**src/verilog/rxpeq_pkg.sv**
```systemverilog
// Constants, register map and field layout for one receive port's equalizer and interrupt registers.
// Assumes a single core clock at 100 MHz and byte-wide register accesses by 8-bit offset.
// What this block does
// [RULE1] Pull-down on whenever pin is not output and its disable bit is clear
// [RULE2] Disable bits 4..0 map to pins 4..0
// [RULE3] Bit 5 reports remote serializer self-test active
// [RULE4] Relock wait code 7:5, reset 4
// [RULE5] First-lock mode restarts adaptation from zero
// [RULE6] Restart bit restarts adaptation, then self-clears
// [RULE7] Floor enable starts adaptation at floor
// [RULE8] Floor value 3:0, reset 8, start setting
// [RULE9] Ceiling 7:4, reset F, caps adaptation
// [RULE10] Status shows two 3-bit setting fields
// [RULE11] Bypass bit 0 disables adaptation
// [RULE12] Bypassed setting comes from manual fields
// [RULE13] Lock mode makes lock wait for adaptation
// [RULE14] Enable bit 2: link coding error interrupt
// [RULE15] Enable bit 1: control channel sequence error
// [RULE16] Enable bit 0: control channel CRC error
// [RULE17] Reading status register clears latched conditions
// [RULE18] Interrupt while any enabled condition latched
// [RULE19] Timeout without lock steps up, capped; the code wraps back to the start point at the ceiling
package rxpeq_pkg;

  localparam logic [7:0] ADDR_PULLDOWN    = 8'hBE;
  localparam logic [7:0] ADDR_DEBUG       = 8'hD0;
  localparam logic [7:0] ADDR_EQ_TEST     = 8'hD2;
  localparam logic [7:0] ADDR_EQ_STATUS   = 8'hD3;
  localparam logic [7:0] ADDR_EQ_BYPASS   = 8'hD4;
  localparam logic [7:0] ADDR_EQ_LIMITS   = 8'hD5;
  localparam logic [7:0] ADDR_IRQ_EN_HI   = 8'hD8;
  localparam logic [7:0] ADDR_IRQ_EN_LO   = 8'hD9;
  localparam logic [7:0] ADDR_IRQ_STS_HI  = 8'hDA;
  localparam logic [7:0] ADDR_PORT_STS1   = 8'hDC;
  localparam logic [7:0] ADDR_PORT_STS2   = 8'hDD;

  localparam int         GPIO_COUNT       = 5;
  localparam int         DBG_SELFTEST_BIT = 5;
  // Bit 7 and the self-test flag are read-only; the rest is plain storage
  localparam logic [7:0] DBG_RW_MASK      = ~8'hA0;

  localparam int         RELOCK_LSB       = 5;
  localparam int         FIRST_LOCK_BIT   = 4;
  localparam int         RESTART_BIT      = 3;
  localparam int         FLOOR_EN_BIT     = 2;
  localparam logic [2:0] RELOCK_RESET     = 3'h4;

  localparam int         MAN_UPPER_LSB    = 5;
  localparam int         LOCK_MODE_BIT    = 4;
  localparam int         MAN_LOWER_LSB    = 1;
  localparam int         BYPASS_BIT       = 0;
  localparam logic [2:0] MAN_UPPER_RESET  = 3'h3;
  localparam logic [2:0] MAN_LOWER_RESET  = 3'h0;

  localparam int         CEIL_LSB         = 4;
  localparam logic [3:0] CEIL_RESET       = 4'hF;
  localparam logic [3:0] FLOOR_RESET      = 4'h8;

  localparam int         IRQ_ENC_BIT      = 2;
  localparam int         IRQ_SEQ_BIT      = 1;
  localparam int         IRQ_CRC_BIT      = 0;
  localparam int         STS1_SEQ_BIT     = 1;
  localparam int         STS1_CRC_BIT     = 0;
  localparam int         STS2_ENC_BIT     = 0;

  // Shortest relock wait; the longer codes double it per step
  localparam int         CLK_PERIOD_NS    = 10;
  localparam int         RELOCK_BASE_NS   = 164000;
  localparam int         RELOCK_BASE_CYC  = (RELOCK_BASE_NS + CLK_PERIOD_NS - 1) / CLK_PERIOD_NS;
  localparam int         TIMER_W          = 24;

  typedef enum logic [1:0] {
    RXPEQ_SEARCH = 2'b00,
    RXPEQ_LOCKED = 2'b01,
    RXPEQ_BYPASS = 2'b10
  } rxpeq_state_t;

  function automatic logic [TIMER_W-1:0] relock_cycles(input logic [2:0] code, input int base);
    logic [TIMER_W-1:0] b;
    b = TIMER_W'(base);
    return b << code;
  endfunction : relock_cycles

endpackage : rxpeq_pkg

```
**src/verilog/rxpeq_regs.sv**
```systemverilog
// Receive-port register bank: equalizer control and status, error interrupt enables and
// latches, remote self-test flag and GPIO pull-down control.
// Assumes a byte register port on clk_sys; lock and self-test levels arrive asynchronously,
// error pulses come from logic on clk_sys.
`timescale 1ns/1ps
module rxpeq_regs
  import rxpeq_pkg::*;
#(
  parameter int RELOCK_BASE = RELOCK_BASE_CYC,
  parameter int NUM_GPIO    = GPIO_COUNT
) (
  input  wire logic                clk_sys,
  input  wire logic                rst,
  input  wire logic                ce,
  input  wire logic [7:0]          reg_addr,
  input  wire logic [7:0]          reg_wdata,
  input  wire logic                reg_wr,
  input  wire logic                reg_rd,
  output logic      [7:0]          reg_rdata,
  input  wire logic                lock_detect_in,
  input  wire logic                remote_selftest_in,
  input  wire logic                link_coding_err,
  input  wire logic                ctrl_chan_seq_err,
  input  wire logic                ctrl_chan_crc_err,
  input  wire logic [NUM_GPIO-1:0] gpio_output_mode,
  output logic      [NUM_GPIO-1:0] gpio_pulldown_en,
  output logic      [5:0]          eq_setting,
  output logic                     rx_lock,
  output logic                     port_irq
);

  logic [7:0]          pulldown_dis_r;
  logic [7:0]          debug_rw_r;
  logic [2:0]          eq_relock_wait_r;
  logic                eq_first_lock_mode_r;
  logic                eq_adapt_restart_r;
  logic                eq_floor_enable_r;
  logic [2:0]          manual_eq_upper_r;
  logic                lock_needs_eq_done_r;
  logic [2:0]          manual_eq_lower_r;
  logic                eq_adapt_disable_r;
  logic [3:0]          eq_ceiling_r;
  logic [3:0]          eq_floor_setting_r;
  logic [2:0]          irq_en_hi_r;
  logic [7:0]          irq_en_lo_r;
  logic                coding_err_r;
  logic                seq_err_r;
  logic                crc_err_r;
  logic [1:0]          lock_sync_r;
  logic [1:0]          selftest_sync_r;
  logic [5:0]          eq_now;
  logic                adapt_done;
  logic                wr_en;
  logic                rd_en;
  logic                clr_sts1;
  logic                clr_sts2;
  logic [7:0]          rd_mux;

  assign wr_en    = ce && reg_wr;
  assign rd_en    = ce && reg_rd;
  assign clr_sts1 = rd_en && (reg_addr == ADDR_PORT_STS1);
  assign clr_sts2 = rd_en && (reg_addr == ADDR_PORT_STS2);

  // Two-stage synchronisers for the analog lock detector and the remote status level
  always_ff @(posedge clk_sys) begin
    if (rst) begin
      lock_sync_r     <= 2'b00;
      selftest_sync_r <= 2'b00;
    end else if (ce) begin
      lock_sync_r     <= {lock_sync_r[0], lock_detect_in};
      selftest_sync_r <= {selftest_sync_r[0], remote_selftest_in};
    end
  end

  always_ff @(posedge clk_sys) begin
    if (rst) begin
      pulldown_dis_r <= 8'h00;
      debug_rw_r     <= 8'h00;
    end else if (wr_en) begin
      if (reg_addr == ADDR_PULLDOWN) begin
        pulldown_dis_r <= reg_wdata; // RULE2
      end
      if (reg_addr == ADDR_DEBUG) begin
        debug_rw_r <= reg_wdata & DBG_RW_MASK;
      end
    end
  end

  always_ff @(posedge clk_sys) begin
    if (rst) begin
      eq_relock_wait_r     <= RELOCK_RESET; // RULE4
      eq_first_lock_mode_r <= 1'b0;
      eq_floor_enable_r    <= 1'b0;
      eq_adapt_restart_r   <= 1'b0;
    end else if (ce) begin
      // Self-clearing: holds for one cycle, long enough for the engine to see it
      eq_adapt_restart_r <= 1'b0; // RULE6
      if (reg_wr && reg_addr == ADDR_EQ_TEST) begin
        eq_relock_wait_r     <= reg_wdata[RELOCK_LSB +: 3];
        eq_first_lock_mode_r <= reg_wdata[FIRST_LOCK_BIT]; // RULE5
        eq_adapt_restart_r   <= reg_wdata[RESTART_BIT]; // RULE6
        eq_floor_enable_r    <= reg_wdata[FLOOR_EN_BIT]; // RULE7
      end
    end
  end

  always_ff @(posedge clk_sys) begin
    if (rst) begin
      manual_eq_upper_r    <= MAN_UPPER_RESET;
      lock_needs_eq_done_r <= 1'b0;
      manual_eq_lower_r    <= MAN_LOWER_RESET;
      eq_adapt_disable_r   <= 1'b0; // RULE11
      eq_ceiling_r         <= CEIL_RESET; // RULE9
      eq_floor_setting_r   <= FLOOR_RESET; // RULE8
    end else if (wr_en) begin
      if (reg_addr == ADDR_EQ_BYPASS) begin
        manual_eq_upper_r    <= reg_wdata[MAN_UPPER_LSB +: 3]; // RULE12
        lock_needs_eq_done_r <= reg_wdata[LOCK_MODE_BIT]; // RULE13
        manual_eq_lower_r    <= reg_wdata[MAN_LOWER_LSB +: 3]; // RULE12
        eq_adapt_disable_r   <= reg_wdata[BYPASS_BIT]; // RULE11
      end
      if (reg_addr == ADDR_EQ_LIMITS) begin
        eq_ceiling_r       <= reg_wdata[CEIL_LSB +: 4]; // RULE9
        eq_floor_setting_r <= reg_wdata[3:0]; // RULE8
      end
    end
  end

  always_ff @(posedge clk_sys) begin
    if (rst) begin
      irq_en_hi_r <= 3'h0;
      irq_en_lo_r <= 8'h00;
    end else if (wr_en) begin
      if (reg_addr == ADDR_IRQ_EN_HI) begin
        irq_en_hi_r <= reg_wdata[2:0]; // RULE14 RULE15 RULE16
      end
      if (reg_addr == ADDR_IRQ_EN_LO) begin
        irq_en_lo_r <= reg_wdata;
      end
    end
  end

  // Latches run regardless of enables; a new event in the clearing read cycle wins
  always_ff @(posedge clk_sys) begin
    if (rst) begin
      coding_err_r <= 1'b0;
      seq_err_r    <= 1'b0;
      crc_err_r    <= 1'b0;
    end else if (ce) begin
      coding_err_r <= link_coding_err || (coding_err_r && !clr_sts2); // RULE17
      seq_err_r    <= ctrl_chan_seq_err || (seq_err_r && !clr_sts1); // RULE17
      crc_err_r    <= ctrl_chan_crc_err || (crc_err_r && !clr_sts1); // RULE17
    end
  end

  rxpeq_adapt #(
    .RELOCK_BASE (RELOCK_BASE)
  ) u_adapt (
    .clk_sys         (clk_sys),
    .rst             (rst),
    .ce              (ce),
    .lock_in         (lock_sync_r[1]),
    .restart         (eq_adapt_restart_r),
    .relock_code     (eq_relock_wait_r),
    .first_lock_mode (eq_first_lock_mode_r),
    .floor_enable    (eq_floor_enable_r),
    .floor_setting   (eq_floor_setting_r),
    .ceiling         (eq_ceiling_r),
    .adapt_disable   (eq_adapt_disable_r),
    .manual_setting  ({manual_eq_upper_r, manual_eq_lower_r}),
    .eq_setting      (eq_now),
    .adapt_done      (adapt_done)
  );

  always_comb begin
    rd_mux = 8'h00;
    unique case (reg_addr)
      ADDR_PULLDOWN:   rd_mux = pulldown_dis_r;
      ADDR_DEBUG: begin
        rd_mux                   = debug_rw_r;
        rd_mux[DBG_SELFTEST_BIT] = selftest_sync_r[1]; // RULE3
      end
      ADDR_EQ_TEST:    rd_mux = {eq_relock_wait_r, eq_first_lock_mode_r, eq_adapt_restart_r,
                                 eq_floor_enable_r, 2'b00};
      ADDR_EQ_STATUS:  rd_mux = {2'b00, eq_now}; // RULE10
      ADDR_EQ_BYPASS:  rd_mux = {manual_eq_upper_r, lock_needs_eq_done_r, manual_eq_lower_r,
                                 eq_adapt_disable_r};
      ADDR_EQ_LIMITS:  rd_mux = {eq_ceiling_r, eq_floor_setting_r};
      ADDR_IRQ_EN_HI:  rd_mux = {5'h00, irq_en_hi_r};
      ADDR_IRQ_EN_LO:  rd_mux = irq_en_lo_r;
      ADDR_IRQ_STS_HI: rd_mux = {5'h00, coding_err_r, seq_err_r, crc_err_r};
      ADDR_PORT_STS1:  rd_mux = {6'h00, seq_err_r, crc_err_r};
      ADDR_PORT_STS2:  rd_mux = {7'h00, coding_err_r};
      default:         rd_mux = 8'h00;
    endcase
  end

  always_ff @(posedge clk_sys) begin
    if (rst) begin
      reg_rdata <= 8'h00;
    end else if (rd_en) begin
      reg_rdata <= rd_mux;
    end
  end

  always_ff @(posedge clk_sys) begin
    if (rst) begin
      gpio_pulldown_en <= '1;
      eq_setting       <= 6'h00;
      rx_lock          <= 1'b0;
      port_irq         <= 1'b0;
    end else if (ce) begin
      gpio_pulldown_en <= ~gpio_output_mode & ~pulldown_dis_r[NUM_GPIO-1:0]; // RULE1 RULE2
      eq_setting       <= eq_now;
      rx_lock          <= lock_sync_r[1] && (!lock_needs_eq_done_r || adapt_done); // RULE13
      port_irq         <= (coding_err_r && irq_en_hi_r[IRQ_ENC_BIT])   // RULE14 RULE18
                       || (seq_err_r && irq_en_hi_r[IRQ_SEQ_BIT])      // RULE15
                       || (crc_err_r && irq_en_hi_r[IRQ_CRC_BIT]);     // RULE16
    end
  end

endmodule : rxpeq_regs

```
**src/verilog/rxpeq_adapt.sv**
```systemverilog
// Adaptive equalizer stepping engine: relock timer, start point, ceiling and bypass.
// Assumes lock_in is already synchronised to clk_sys and all controls are static between writes.
`timescale 1ns/1ps
module rxpeq_adapt
  import rxpeq_pkg::*;
#(
  parameter int RELOCK_BASE = RELOCK_BASE_CYC
) (
  input  wire logic       clk_sys,
  input  wire logic       rst,
  input  wire logic       ce,
  input  wire logic       lock_in,
  input  wire logic       restart,
  input  wire logic [2:0] relock_code,
  input  wire logic       first_lock_mode,
  input  wire logic       floor_enable,
  input  wire logic [3:0] floor_setting,
  input  wire logic [3:0] ceiling,
  input  wire logic       adapt_disable,
  input  wire logic [5:0] manual_setting,
  output logic      [5:0] eq_setting,
  output logic            adapt_done
);

  rxpeq_state_t       state_r;
  logic [3:0]         step_r;
  logic [TIMER_W-1:0] timer_r;
  logic               first_seen_r;
  logic [3:0]         start_val;
  logic               timeout;

  assign start_val = floor_enable ? floor_setting : 4'h0; // RULE7 RULE8
  assign timeout   = (timer_r >= relock_cycles(relock_code, RELOCK_BASE) - TIMER_W'(1)); // RULE4

  always_ff @(posedge clk_sys) begin
    if (rst) begin
      state_r      <= RXPEQ_SEARCH;
      step_r       <= 4'h0;
      timer_r      <= '0;
      first_seen_r <= 1'b0;
    end else if (ce) begin
      if (adapt_disable) begin
        state_r <= RXPEQ_BYPASS; // RULE11
        timer_r <= '0;
      end else if (restart || state_r == RXPEQ_BYPASS) begin
        state_r <= RXPEQ_SEARCH; // RULE6
        step_r  <= start_val;
        timer_r <= '0;
      end else begin
        unique case (state_r)
          RXPEQ_SEARCH: begin
            if (lock_in) begin
              timer_r      <= '0;
              first_seen_r <= 1'b1;
              if (first_lock_mode && !first_seen_r) begin
                step_r <= 4'h0; // RULE5
              end else begin
                state_r <= RXPEQ_LOCKED;
              end
            end else if (timeout) begin
              timer_r <= '0;
              // Wrap to the start point rather than sit at the ceiling forever
              step_r  <= (step_r >= ceiling) ? start_val : step_r + 4'h1; // RULE19 RULE9
            end else begin
              timer_r <= timer_r + TIMER_W'(1);
            end
          end
          RXPEQ_LOCKED: begin
            if (!lock_in) begin
              state_r <= RXPEQ_SEARCH;
              timer_r <= '0;
            end
          end
          RXPEQ_BYPASS: state_r <= RXPEQ_SEARCH;
          default:      state_r <= RXPEQ_SEARCH;
        endcase
      end
    end
  end

  always_ff @(posedge clk_sys) begin
    if (rst) begin
      eq_setting <= 6'h00;
      adapt_done <= 1'b0;
    end else if (ce) begin
      // Clamp so a floor above the ceiling, or a lowered ceiling, never overshoots
      eq_setting <= (state_r == RXPEQ_BYPASS) ? manual_setting
                  : {2'b00, (step_r > ceiling) ? ceiling : step_r}; // RULE12 RULE9
      adapt_done <= (state_r != RXPEQ_SEARCH);
    end
  end

endmodule : rxpeq_adapt

```
**config.mk**
```make
export PLATFORM = sky130hd
export DESIGN_NAME = rxpeq_regs
export DESIGN_NICKNAME = d
export VERILOG_FILES = /design/src/verilog/rxpeq_pkg.sv /design/src/verilog/rxpeq_regs.sv /design/src/verilog/rxpeq_adapt.sv
export SDC_FILE = /design/constraint.sdc
export NUM_CORES = 1
export LEC_CHECK = 0
export BUFFER_PORTS_ARGS = -buffer_cell sky130_fd_sc_hd__clkbuf_2
export CORE_MARGIN = 2
export CORE_UTILIZATION = 34
export DETAILED_ROUTE_END_ITERATION = 16
export PLACE_DENSITY_LB_ADDON = 0.08
export SLEW_MARGIN = 15
export SYNTH_ARGS = -nofsm -noshare
export SYNTH_HDL_FRONTEND = slang
export SYNTH_SLANG_ARGS = --single-unit
```
**constraint.sdc**
```tcl
create_clock -name clk_sys -period 9.82 [get_ports clk_sys]
set_input_delay 1.964 -clock clk_sys [delete_from_list [all_inputs] [get_ports clk_sys]]
set_output_delay 1.964 -clock clk_sys [all_outputs]
set_load 0.005 [all_outputs]
```
; Word level (Yosys, flattened, before mapping)
; Index checks and enable logic that the tools add are counted.
[word_totals]
output_inout_bits = 21
ff_bits = 113
input_bits = 31
[classes]
eq_ne = 17
shifts = 1
muxes = 23
n_addsub = 3
bitwise = 5
reduce_logical = 40
order_cmp = 3
[op_table]
columns = cell, count
row1 = $mux 24, 5
row2 = $eq 8x8->1 const B, 11
row3 = $pmux 8 s11, 1
row4 = $pmux 24 s2, 1
row5 = $mux 4, 8
row6 = $add 24x1->24 const B, 1
row7 = $ge 24x24->1, 1
row8 = $shl 15x3->24 const A, 1
row9 = $sub 24x1->24 const B, 1
row10 = $reduce_and 2->1, 7
row11 = $logic_and 1x1->1, 13
row12 = $ne 4x3->1 const B, 3
row13 = $mux 2, 5
row14 = $not 5->5, 2
row15 = $reduce_and 5->1, 2
row16 = $logic_or 1x1->1, 7
row17 = $mux 6, 1
row18 = $and 5x5->5, 1
row19 = $add 4x1->4 const B, 1
row20 = $ge 4x4->1, 1
row21 = $gt 4x4->1, 1
row22 = $logic_not 1->1, 4
row23 = $pmux 2 s2, 1
row24 = $reduce_and 4->1, 1
row25 = 10 further kinds, 12

; Depth between registers and ports, before layout
; Gate-level depths: netlist (run 1).
[logic_depth]
word_depth = 8
ltp_mapped = 17
depth_no_buf = 14

; Modules after synthesis
; A second synthesis (run 1) with hierarchy kept.
[unflattened]
hier_cells = 701
hier_area_um2 = 6157.2
[by_module_without_submodules]
columns = module, area_each_um2, seq_area_each_um2, cells_per_inst, n_inst
row1 = rxpeq_regs, 3434.5, 1501.4, 360, 1
row2 = rxpeq_adapt, 2722.6, 760.7, 341, 1

; Worst setup path after synthesis (run 1)
; OpenSTA, ideal clock, no wires.
[synth_timing]
kind = input to register
from = in reg_addr[4]
to = reg reg_rdata[1]
t_arrival_ns = 3.227
setup_slack_ns = 6.476
stages = 7
required_time_ns = 9.703
path_buffers = 1
setup_time_ns = 0.117
cell_sequence = and4b_1 -> and3b_1 -> buf_4 -> a222oi_1 -> mux2_2 -> o211ai_1 -> a22o_1
[synth_between]
elab_chain_cells = 2
word_cells_on_any_way = 12
classes_between = eq/ne (11) / mux (1)
[synth_lines]
columns = element, line_no
row1 = "start, declared", rxpeq_regs.sv:15  ; input wire logic [7:0] reg_addr,
row2 = $eq 8x8->1, rxpeq_regs.sv:177  ; unique case (reg_addr)
row3 = $pmux 8 s11 (*), rxpeq_regs.sv:177
row4 = "end signal, assigned", rxpeq_regs.sv:202  ; reg_rdata <= rd_mux;
row5 = "end, declared", rxpeq_regs.sv:19  ; output logic [7:0] reg_rdata,
; Every way passes the cells marked *; elsewhere a longest branch is shown, timed or not.
; A chain may end at the register's enable or synchronous reset.

; Final worst setup path (run 1)
[layout_timing]
from = in ce
to = reg pulldown_dis_r[3]
[layout_between]
elab_chain_cells = 2
[layout_lines]
columns = element, line_no
row1 = "start, declared", rxpeq_regs.sv:14  ; input wire logic ce,
row2 = $logic_and 1x1->1, rxpeq_regs.sv:59  ; assign wr_en = ce && reg_wr;
row3 = $reduce_and 2->1 (no line), n/a
row4 = "end signal, assigned", rxpeq_regs.sv:81  ; pulldown_dis_r <= reg_wdata;
row5 = "end, declared", rxpeq_regs.sv:32  ; logic [7:0] pulldown_dis_r;
; Every way passes these cells.

==> results summary, run 1 <==
In this run, the number of DRC markers left after iteration 0 of detailed routing was 445. In this run the remaining antenna-violating nets after routing total 0. The biggest fanout along the worst timing path is 51.

Between clock sinks in the finished design, the worst skew comes to 0.01022 ns. The number of CTS-inserted buffers is 17. In the synthesized netlist the dominant register cell turns out to be dfxtp_1. The final-report max-slew violation count came to 0.

Once the clock tree was built, the setup fixing pass inserted 0 buffers. For this run, asynchronously set or reset flops after synthesis account for 0%. The number of DRC violations after detailed routing is 0. The top-level I/O count is 52. The areal power density over the cells came out at 161.1 mW/mm^2. Setup violations remaining at the end of the flow were counted as 0. The initial utilization of the core area, before any placement, comes to 34.86%.

The final critical path takes up 37.74% of the cycle. The start point of the critical path is ce. Setup repair after global routing left no endpoint under its margin. The number of global-route vias before repair was 5172. The total instance count after detailed placement is 974.

0 antenna diodes ended up in the layout. The number of cells in the finished layout apart from fillers came out at 1006. The run finished with clean final reports. The static power due to leakage is 2.671 nW.

The overall routed net length is 18100 um. The worst hold path begins at irq_en_lo_r[0]$_SDFFE_PP0P_. The floorplan step defined a die boundary enclosing 0.01888 sq mm. The relative contribution of the clock network to total power is 53.4%. The number of H-tree levels is 4.

The final net count came out at 826. The total global routing overflow came out at 0. The number of instances in the synthesized netlist is 728. The worst setup path is launched from a primary input.

The internal portion of the total power is 0.8370 mW. The tool flagged a number of max-cap violations equal to 0. The detailed placement HPWL came out at 13340 um.

The number of port buffers is 51. The capture instance of the worst register-to-register path is u_adapt.timer_r[13]$_SDFFE_PP0P_. The min-delay analysis places its worst path in the category reg -> reg. During synthesis, Yosys emitted a total of 0 warnings. The quantity of gates resized following cts is 0.

Counting along the longest clock path gives a buffer depth of 2. The detailed-route wire length per cell is 17.99 um. The worst-case IR drop observed on VDD is 0.0001138 V. Dividing the synthesized area by the synthesized cell count gives 8.312 sq um. The count of state elements after synthesis came out at 113. The switching fraction of total power came out at 25.96%. The cell sitting at the root of the clock tree is a clkbuf_16. The number of hold buffers added after CTS is 0.

The fraction of final layout cells sized beyond drive strength 1 came out at 14.47%. The weighted congestion at the end of routability-driven global placement came out at 0.8562. In this run the vertical extent of the chip is 137.4 um.

The cell area that synthesis handed to floorplanning was 0.006051 sq mm. The data arrival time at the worst-slack endpoint came out at 3.99 ns. Global routing used 19.92% of the available tracks across all layers. In this run, synthesis inferred 0 flip-flops with an integrated enable. The area of the core region is 0.01736 sq mm. The distinct cell type count of the synthesized netlist is 73. The number of hold violations in the final report came out at 0. The clock slew at the register clock pins of the worst setup and hold paths came out at 0.06 ns. In this run the core area contains 48 standard-cell rows. The area overhead of the layout relative to synthesis came out at 15.98%. The via total after detailed routing came out at 5528. The worst setup margin is 6.114 ns. The clock latency on the worst-skew pair is 0.42 ns. The endpoint type of the worst setup path is a flop. The time the worst path needs with I/O delays and setup came out at 3.706 ns. The worst hold path passes through 2 cells. The length of the first detailed-routing pass in iterations came out at 5. The share of total power dissipated in sequential elements is 41.4%. The initial antenna violation count came out at 0. Measured against its own limit, the worst slew margin works out to 41.69%.

The minimum setup slack among reg-to-reg paths is 6.27 ns. Final hold analysis gives a worst-case slack of 0.4511 ns. The data required time of the critical path came out at 10.11 ns. The worst reg2reg path depth is 13.

The number of clock sinks came out at 113. The wire length of the first global-routing pass is 28590 um. In this run the power spent charging and discharging nets is 0.2934 mW. From left edge to right edge, the die measures 137.4 um. The portion of the post-synthesis area used by sequential elements is 37.39%. The post-route setup TNS came out at 0 ns. The type of the setup path with the least slack is in -> reg. The worst flop-to-flop path startpoint is eq_relock_wait_r[1]$_SDFFE_PP0P_. The timing-limited maximum frequency is 0.2699 GHz. TritonCTS built the clock tree. The transition time at the pin with the least slew margin came out at 0.8681 ns. Combinational logic burns 5.1% of the power.

The via-per-instance ratio is 5.495. The pre-CTS setup slack is 5.663 ns. The pin count of the biggest net entering global routing is 52. The destination of the worst hold path is irq_en_lo_r[0]$_SDFFE_PP0P_.
-- worst max-delay path: stages --
cell and delay (ns):
clkbuf_2 0.08, buf_4 0.45, nand2_1 0.37, nor4_4 0.74
mux2i_1 0.28, nor2_1 0.05
-- metal layers --
| layer | part of all wire [%] | up-vias | routed length [um] | GRT usage, % |
|---|---|---|---|---|
| met2 | 41 | 190 | 7432 | 27.64 |
| met5 | 0 | - | 0 | 0 |
| met4 | 1.8 | 0 | 332 | 7.331 |
| met1 | 50 | 2597 | 9124 | 29.62 |
| li1 | - | 2720 | - | - |
| met3 | 6.7 | 21 | 1213 | 4.562 |
-- how the worst max path moves through the flow --
stage / end / cells past startpoint
after global placement: pulldown_dis_r[2]$_SDFFE_PP0P_ / 6
after detailed placement: pulldown_dis_r[3]$_SDFFE_PP0P_ / 6
after global routing: u_adapt.timer_r[13]$_SDFFE_PP0P_ / 13
after CTS: pulldown_dis_r[3]$_SDFFE_PP0P_ / 6
after floorplan: reg_rdata[1]$_SDFFE_PP0P_ / 7
final: pulldown_dis_r[3]$_SDFFE_PP0P_ / 6
-- area by class of cell --
class	count	area (sq um)
sequential	113	2262
clock buffer	17	425.4
inverter	15	56.30
tap	225	281.5
fill	1754	10340
multi-input combinational	565	3550
clock inverter	15	150.1
timing repair buffer	56	292.8
-- placed cells by master, fill, tap and decap left out, types with 12 or more instances in the layout --
cell / Yosys / final
nor2_1: 78 / 78
a21oi_1: 53 / 53
nand2_1: 94 / 94
clkbuf_16: 0 / 17
nand3_1: 57 / 57
inv_1: 13 / 13
ha_1: 27 / 27
nand2b_1: 12 / 12
clkbuf_2: 0 / 51
dfxtp_1: 113 / 113
o21ai_0: 32 / 32
mux2i_1: 38 / 38
-- power groups by stage --
stage          clock (mW)  sequential, mW  combinational [mW]
3_5_place_dp            0           0.478              0.0581
5_1_grt             0.638           0.469              0.0636
4_1_cts             0.617           0.468              0.0582
3_3_place_gp            0           0.478              0.0573
6_report            0.604           0.468              0.0579
2_1_floorplan           0           0.477              0.0366
-- synth_stat cells (5+ instances only) --
| cell type | number | share of area (%) |
|---|---|---|
| clkbuf_1 | 19 | 1.2 |
| dfxtp_1 | 113 | 37 |
| inv_1 | 13 | 0.81 |
| o211ai_1 | 9 | 1.1 |
| nand3_1 | 57 | 4.7 |
| a211o_1 | 10 | 1.4 |
| a31oi_1 | 5 | 0.52 |
| mux2i_1 | 38 | 6.3 |
| buf_2 | 7 | 0.58 |
| a21oi_1 | 53 | 4.4 |
| or4_1 | 6 | 0.74 |
| nor2b_1 | 7 | 0.72 |
| nand2_1 | 94 | 5.8 |
| a22oi_1 | 9 | 1.1 |
| nand4_1 | 11 | 1.1 |
| nor3_1 | 11 | 0.91 |
| ha_1 | 27 | 5.6 |
| o21ai_0 | 32 | 2.6 |
| xnor2_1 | 11 | 1.6 |
| nor2_1 | 78 | 4.8 |
| xor2_1 | 9 | 1.3 |
| and3_1 | 5 | 0.52 |
| nand2b_1 | 12 | 1.2 |
-- logic make-up after synthesis --
kind of cell               synth area share, %
AOI/OAI and AO/OA                        17.35
xor gates and xnor gates                 2.895
adders and majority gates                5.583
buffers and inverters                    4.074
DFF                                      37.39
muxes                                    7.030
other                                  0.06198
and+or+nand+nor                          25.62
-- stage by stage --
stage | utilization [%] | instance area, sq um | power, mW
3_5_place_dp | 37.12 | 6442 | 0.5365
5_1_grt | 40.43 | 7018 | 1.171
3_3_place_gp | 37.12 | 6442 | 0.5357
2_1_floorplan | - | 6058 | 0.5135
6_report | 40.43 | 7018 | 1.130
4_1_cts | 40.43 | 7018 | 1.144
-- registers in the layout (all words and copies together), names as in the netlist, 4 cells and up --
| signal | cells |
|---|---|
| debug_rw_r | 6 |
| eq_ceiling_r | 4 |
| eq_floor_setting_r | 4 |
| eq_setting | 6 |
| gpio_pulldown_en | 5 |
| irq_en_lo_r | 8 |
| pulldown_dis_r | 8 |
| reg_rdata | 8 |
| u_adapt.eq_setting | 6 |
| u_adapt.step_r | 4 |
| u_adapt.timer_r | 24 |
Note: power is estimated with default switching activity, not from simulation.
==> run 2, diff against run 1 <==
clock period = 3.8 ns   (was 9.82 ns; I/O delays follow)
==> run 2 against run 1 <==
Effect of this change: sequential cell count is the same; die area is the same; count of clock-buffer cells in the layout unchanged; total power grew to 2.7 times the previous value; routed wire length down 0.18%; register-to-register slack got worse by 5.9 ns; design area rose by 1.3%; non-clock buffer count up 5; hold slack better by 0.0025 ns; worst setup slack got worse by 5.7 ns; clock power rose to 2.8 times the previous value; critical path depth increased by 7; largest cell class unchanged; largest power group unchanged; highest routed layer unchanged.
==> results summary, run 2 (synthesis gave the netlist of run 1 again) <==
The horizontal extent of the die is 137.4 um (unchanged). The quantity of gates resized following cts is 0 (unchanged). The detailed-route wire length per cell is 17.89 um (-0.57%). The time the worst path needs with I/O delays and setup came out at 3.382 ns. Based on the critical path, the design can be clocked at up to 0.2957 GHz.

The transition time at the pin with the least slew margin was 0.9226 ns (+0.05448 ns). The wire length of the first global-routing pass came to 28430 um (-0.55%). The area of the die is 0.01888 sq mm (unchanged). The number of CTS-inserted buffers is 17 (unchanged). The worst slew margin relative to its limit came to 38.03% (-3.7 points). The critical path starts at eq_relock_wait_r[1]$_SDFFE_PP0P_. Setup repair after global routing left no endpoint under its margin. The number of H-tree levels came out at 4 (unchanged). The data required time of the critical path is 4.08 ns (-6.03 ns). The overall routed net length was 18070 um (-0.18%).

The maximum clock path buffer count is 2 (unchanged). The buffer count from post-CTS setup fixing came to 0 (unchanged). The total global routing overflow came out at 0 (unchanged). The biggest fanout along the worst timing path came out at 15 (-71%). The critical path is of the reg -> reg type. The data arrival time at the worst-slack endpoint is 3.67 ns (-0.32 ns). The cell sitting at the root of the clock tree is a clkbuf_16.

The number of hold buffers added after CTS was 0 (unchanged). The post-route setup TNS came out at 0 ns (unchanged). The class of the most critical hold timing path is reg -> reg.

The max-cap violation count is 0 (unchanged). The number of antenna repair diodes came to 0 (unchanged). The library cell used most frequently in the layout, excluding fill and tap cells, is dfxtp_1. The static power due to leakage came out at 2.722 nW (+1.9%). The type of element launching the critical path is a flop. The length of the first detailed-routing pass in iterations is 5 (unchanged).

The number of port buffers came out at 51 (unchanged). The areal power density over the cells is 432.7 mW/mm^2 (+170%). The number of global-route vias before repair is 5118 (-1.0%).

The number of DRC violations after detailed routing is 0 (unchanged). TritonCTS built the clock tree. The clock slew at the register clock pins of the worst setup and hold paths is 0.06 ns (about the same). The post-detailed-route count of antenna-violating nets came out at 0 (unchanged). The number of flip-flops under the largest register name came to 24 (unchanged). The starting DRC count in detailed routing is 494 (+11%). More flip-flops sit in one register than any other, and that register is u_adapt.timer_r. The pin count of the biggest net entering global routing was 52 (unchanged).

The via-per-instance ratio came out at 5.506 (+0.20%). The clock latency on the worst-skew pair came out at 0.42 ns (about the same). The number of clock sinks is 113 (unchanged). The row count is 48 (unchanged). The fraction of final layout cells sized beyond drive strength 1 is 14.90% (+0.44 points). The worst setup path is captured at a flop. The maximum vdd ir drop is 0.0003024 V (+170%). The flow ran to the end, and the final reports show no timing, DRC or antenna violations. The final cycle utilization of the critical path is 88.99%.

The pre-CTS setup slack is 0.4665 ns (-5.197 ns). The top-level I/O count was 52 (unchanged). The height of the chip came to 137.4 um (unchanged).

The core occupancy in the finished layout came out at 40.95% (+0.51 points). The worst setup margin came to 0.4184 ns (-5.696 ns). The worst clock skew is 0.007837 ns (-0.002382 ns). The area overhead of the layout relative to synthesis is 17.45%. The initial antenna violation count is 0 (unchanged).

The hold path startpoint is irq_en_lo_r[3]$_SDFFE_PP0P_. The startpoint identified for the worst register-to-register timing path is eq_relock_wait_r[1]$_SDFFE_PP0P_. The final-report max-slew violation count is 0 (unchanged). In the layout the commonest cells are dfxtp_1, nand2_1, nor2_1, nand3_1, a21oi_1. The total global-route track usage came to 20.02% (+0.10 points). The via total after detailed routing came to 5561 (+0.60%).

The final-report setup violation count is 0 (unchanged). The detailed placement HPWL came to 13280 um (-0.43%). The weighted congestion at the end of routability-driven global placement is 0.8644 (+0.96%).

The final net count is 831 (+0.61%). The number of hold violations in the final report came out at 0 (unchanged). The area of the core region came to 0.01736 sq mm (unchanged). The initial standard-cell utilization of the core came to 34.86% (unchanged).
-- run 2: cell count changes in the layout (fill, tap and decap cells not counted), sizes merged --
| cell | delta |
|---|---|
| buf | +5 |
| bufinv | +3 |
| clkinv | -1 |
| clkinvlp | -1 |
| inv | -2 |
-- run 2: report_power, final --
part	switching (mW)	total (mW)	internal, mW	leakage [nW]
logic	0.105	0.154	0.0491	1.51
clock network	0.608	1.71	1.10	0.301
registers	0.0123	1.21	1.20	0.914
total	0.725	3.08	2.35	2.72
-- run 2: final cells by class --
class	count	area (sq um)
Multi-Input combinational cell	565	3550
Timing Repair Buffer	61	330.3
Tap cell	225	281.5
Sequential cell	113	2262
Fill cell	1742	10250
Clock buffer	17	425.4
Clock inverter	14	201.4
Inverter	15	56.30
-- run 2: per-stage QoR --
step                power (mW)  cell area [sq um]  hold WS, ns  instances
detailed placement       1.390               6480       0.4481        979
finish                   3.075               7107       0.4535       1010
global route             3.190               7107       0.4653       1010
global placement         1.388               6480       0.4388        979
floorplan                1.327               6058       0.4280        730
CTS                      3.115               7107       0.4560       1010
-- run 2: layer usage --
layer  routed length [um]  GRT usage [%]  part of all wire, %  vias to the layer above
li1                     -              -                    -                     2724
met1                 9362          30.05                   52                     2670
met2                 7624          28.33                   42                      148
met3                  842          4.452                  4.7                       19
met4                  241          5.785                  1.3                        0
met5                    0              0                    0                        -
-- run 2: final timing paths --
path / to / slack [ns] / cells after the start
worst max-delay path: u_adapt.timer_r[17]$_SDFFE_PP0P_ / 0.42 / 13
worst max register to register: u_adapt.timer_r[17]$_SDFFE_PP0P_ / 0.42 / 13
worst min register to register: irq_en_lo_r[3]$_SDFFE_PP0P_ / 0.45 / 2
worst min-delay path: irq_en_lo_r[3]$_SDFFE_PP0P_ / 0.45 / 2
-- run 2: worst max-delay path, cell delays in order (launching register included) --
cell and delay [ns]:
dfxtp_1 0.52, nor2_1 0.17, nand2_1 0.11, ha_1 0.35, nand2_1 0.09, o21ai_0 0.08, nand2_1 0.08, ha_1 0.29
nand4_1 0.19, nor4_4 0.38, o211ai_2 0.19, and3_1 0.26, a31oi_4 0.43, nor2_1 0.10
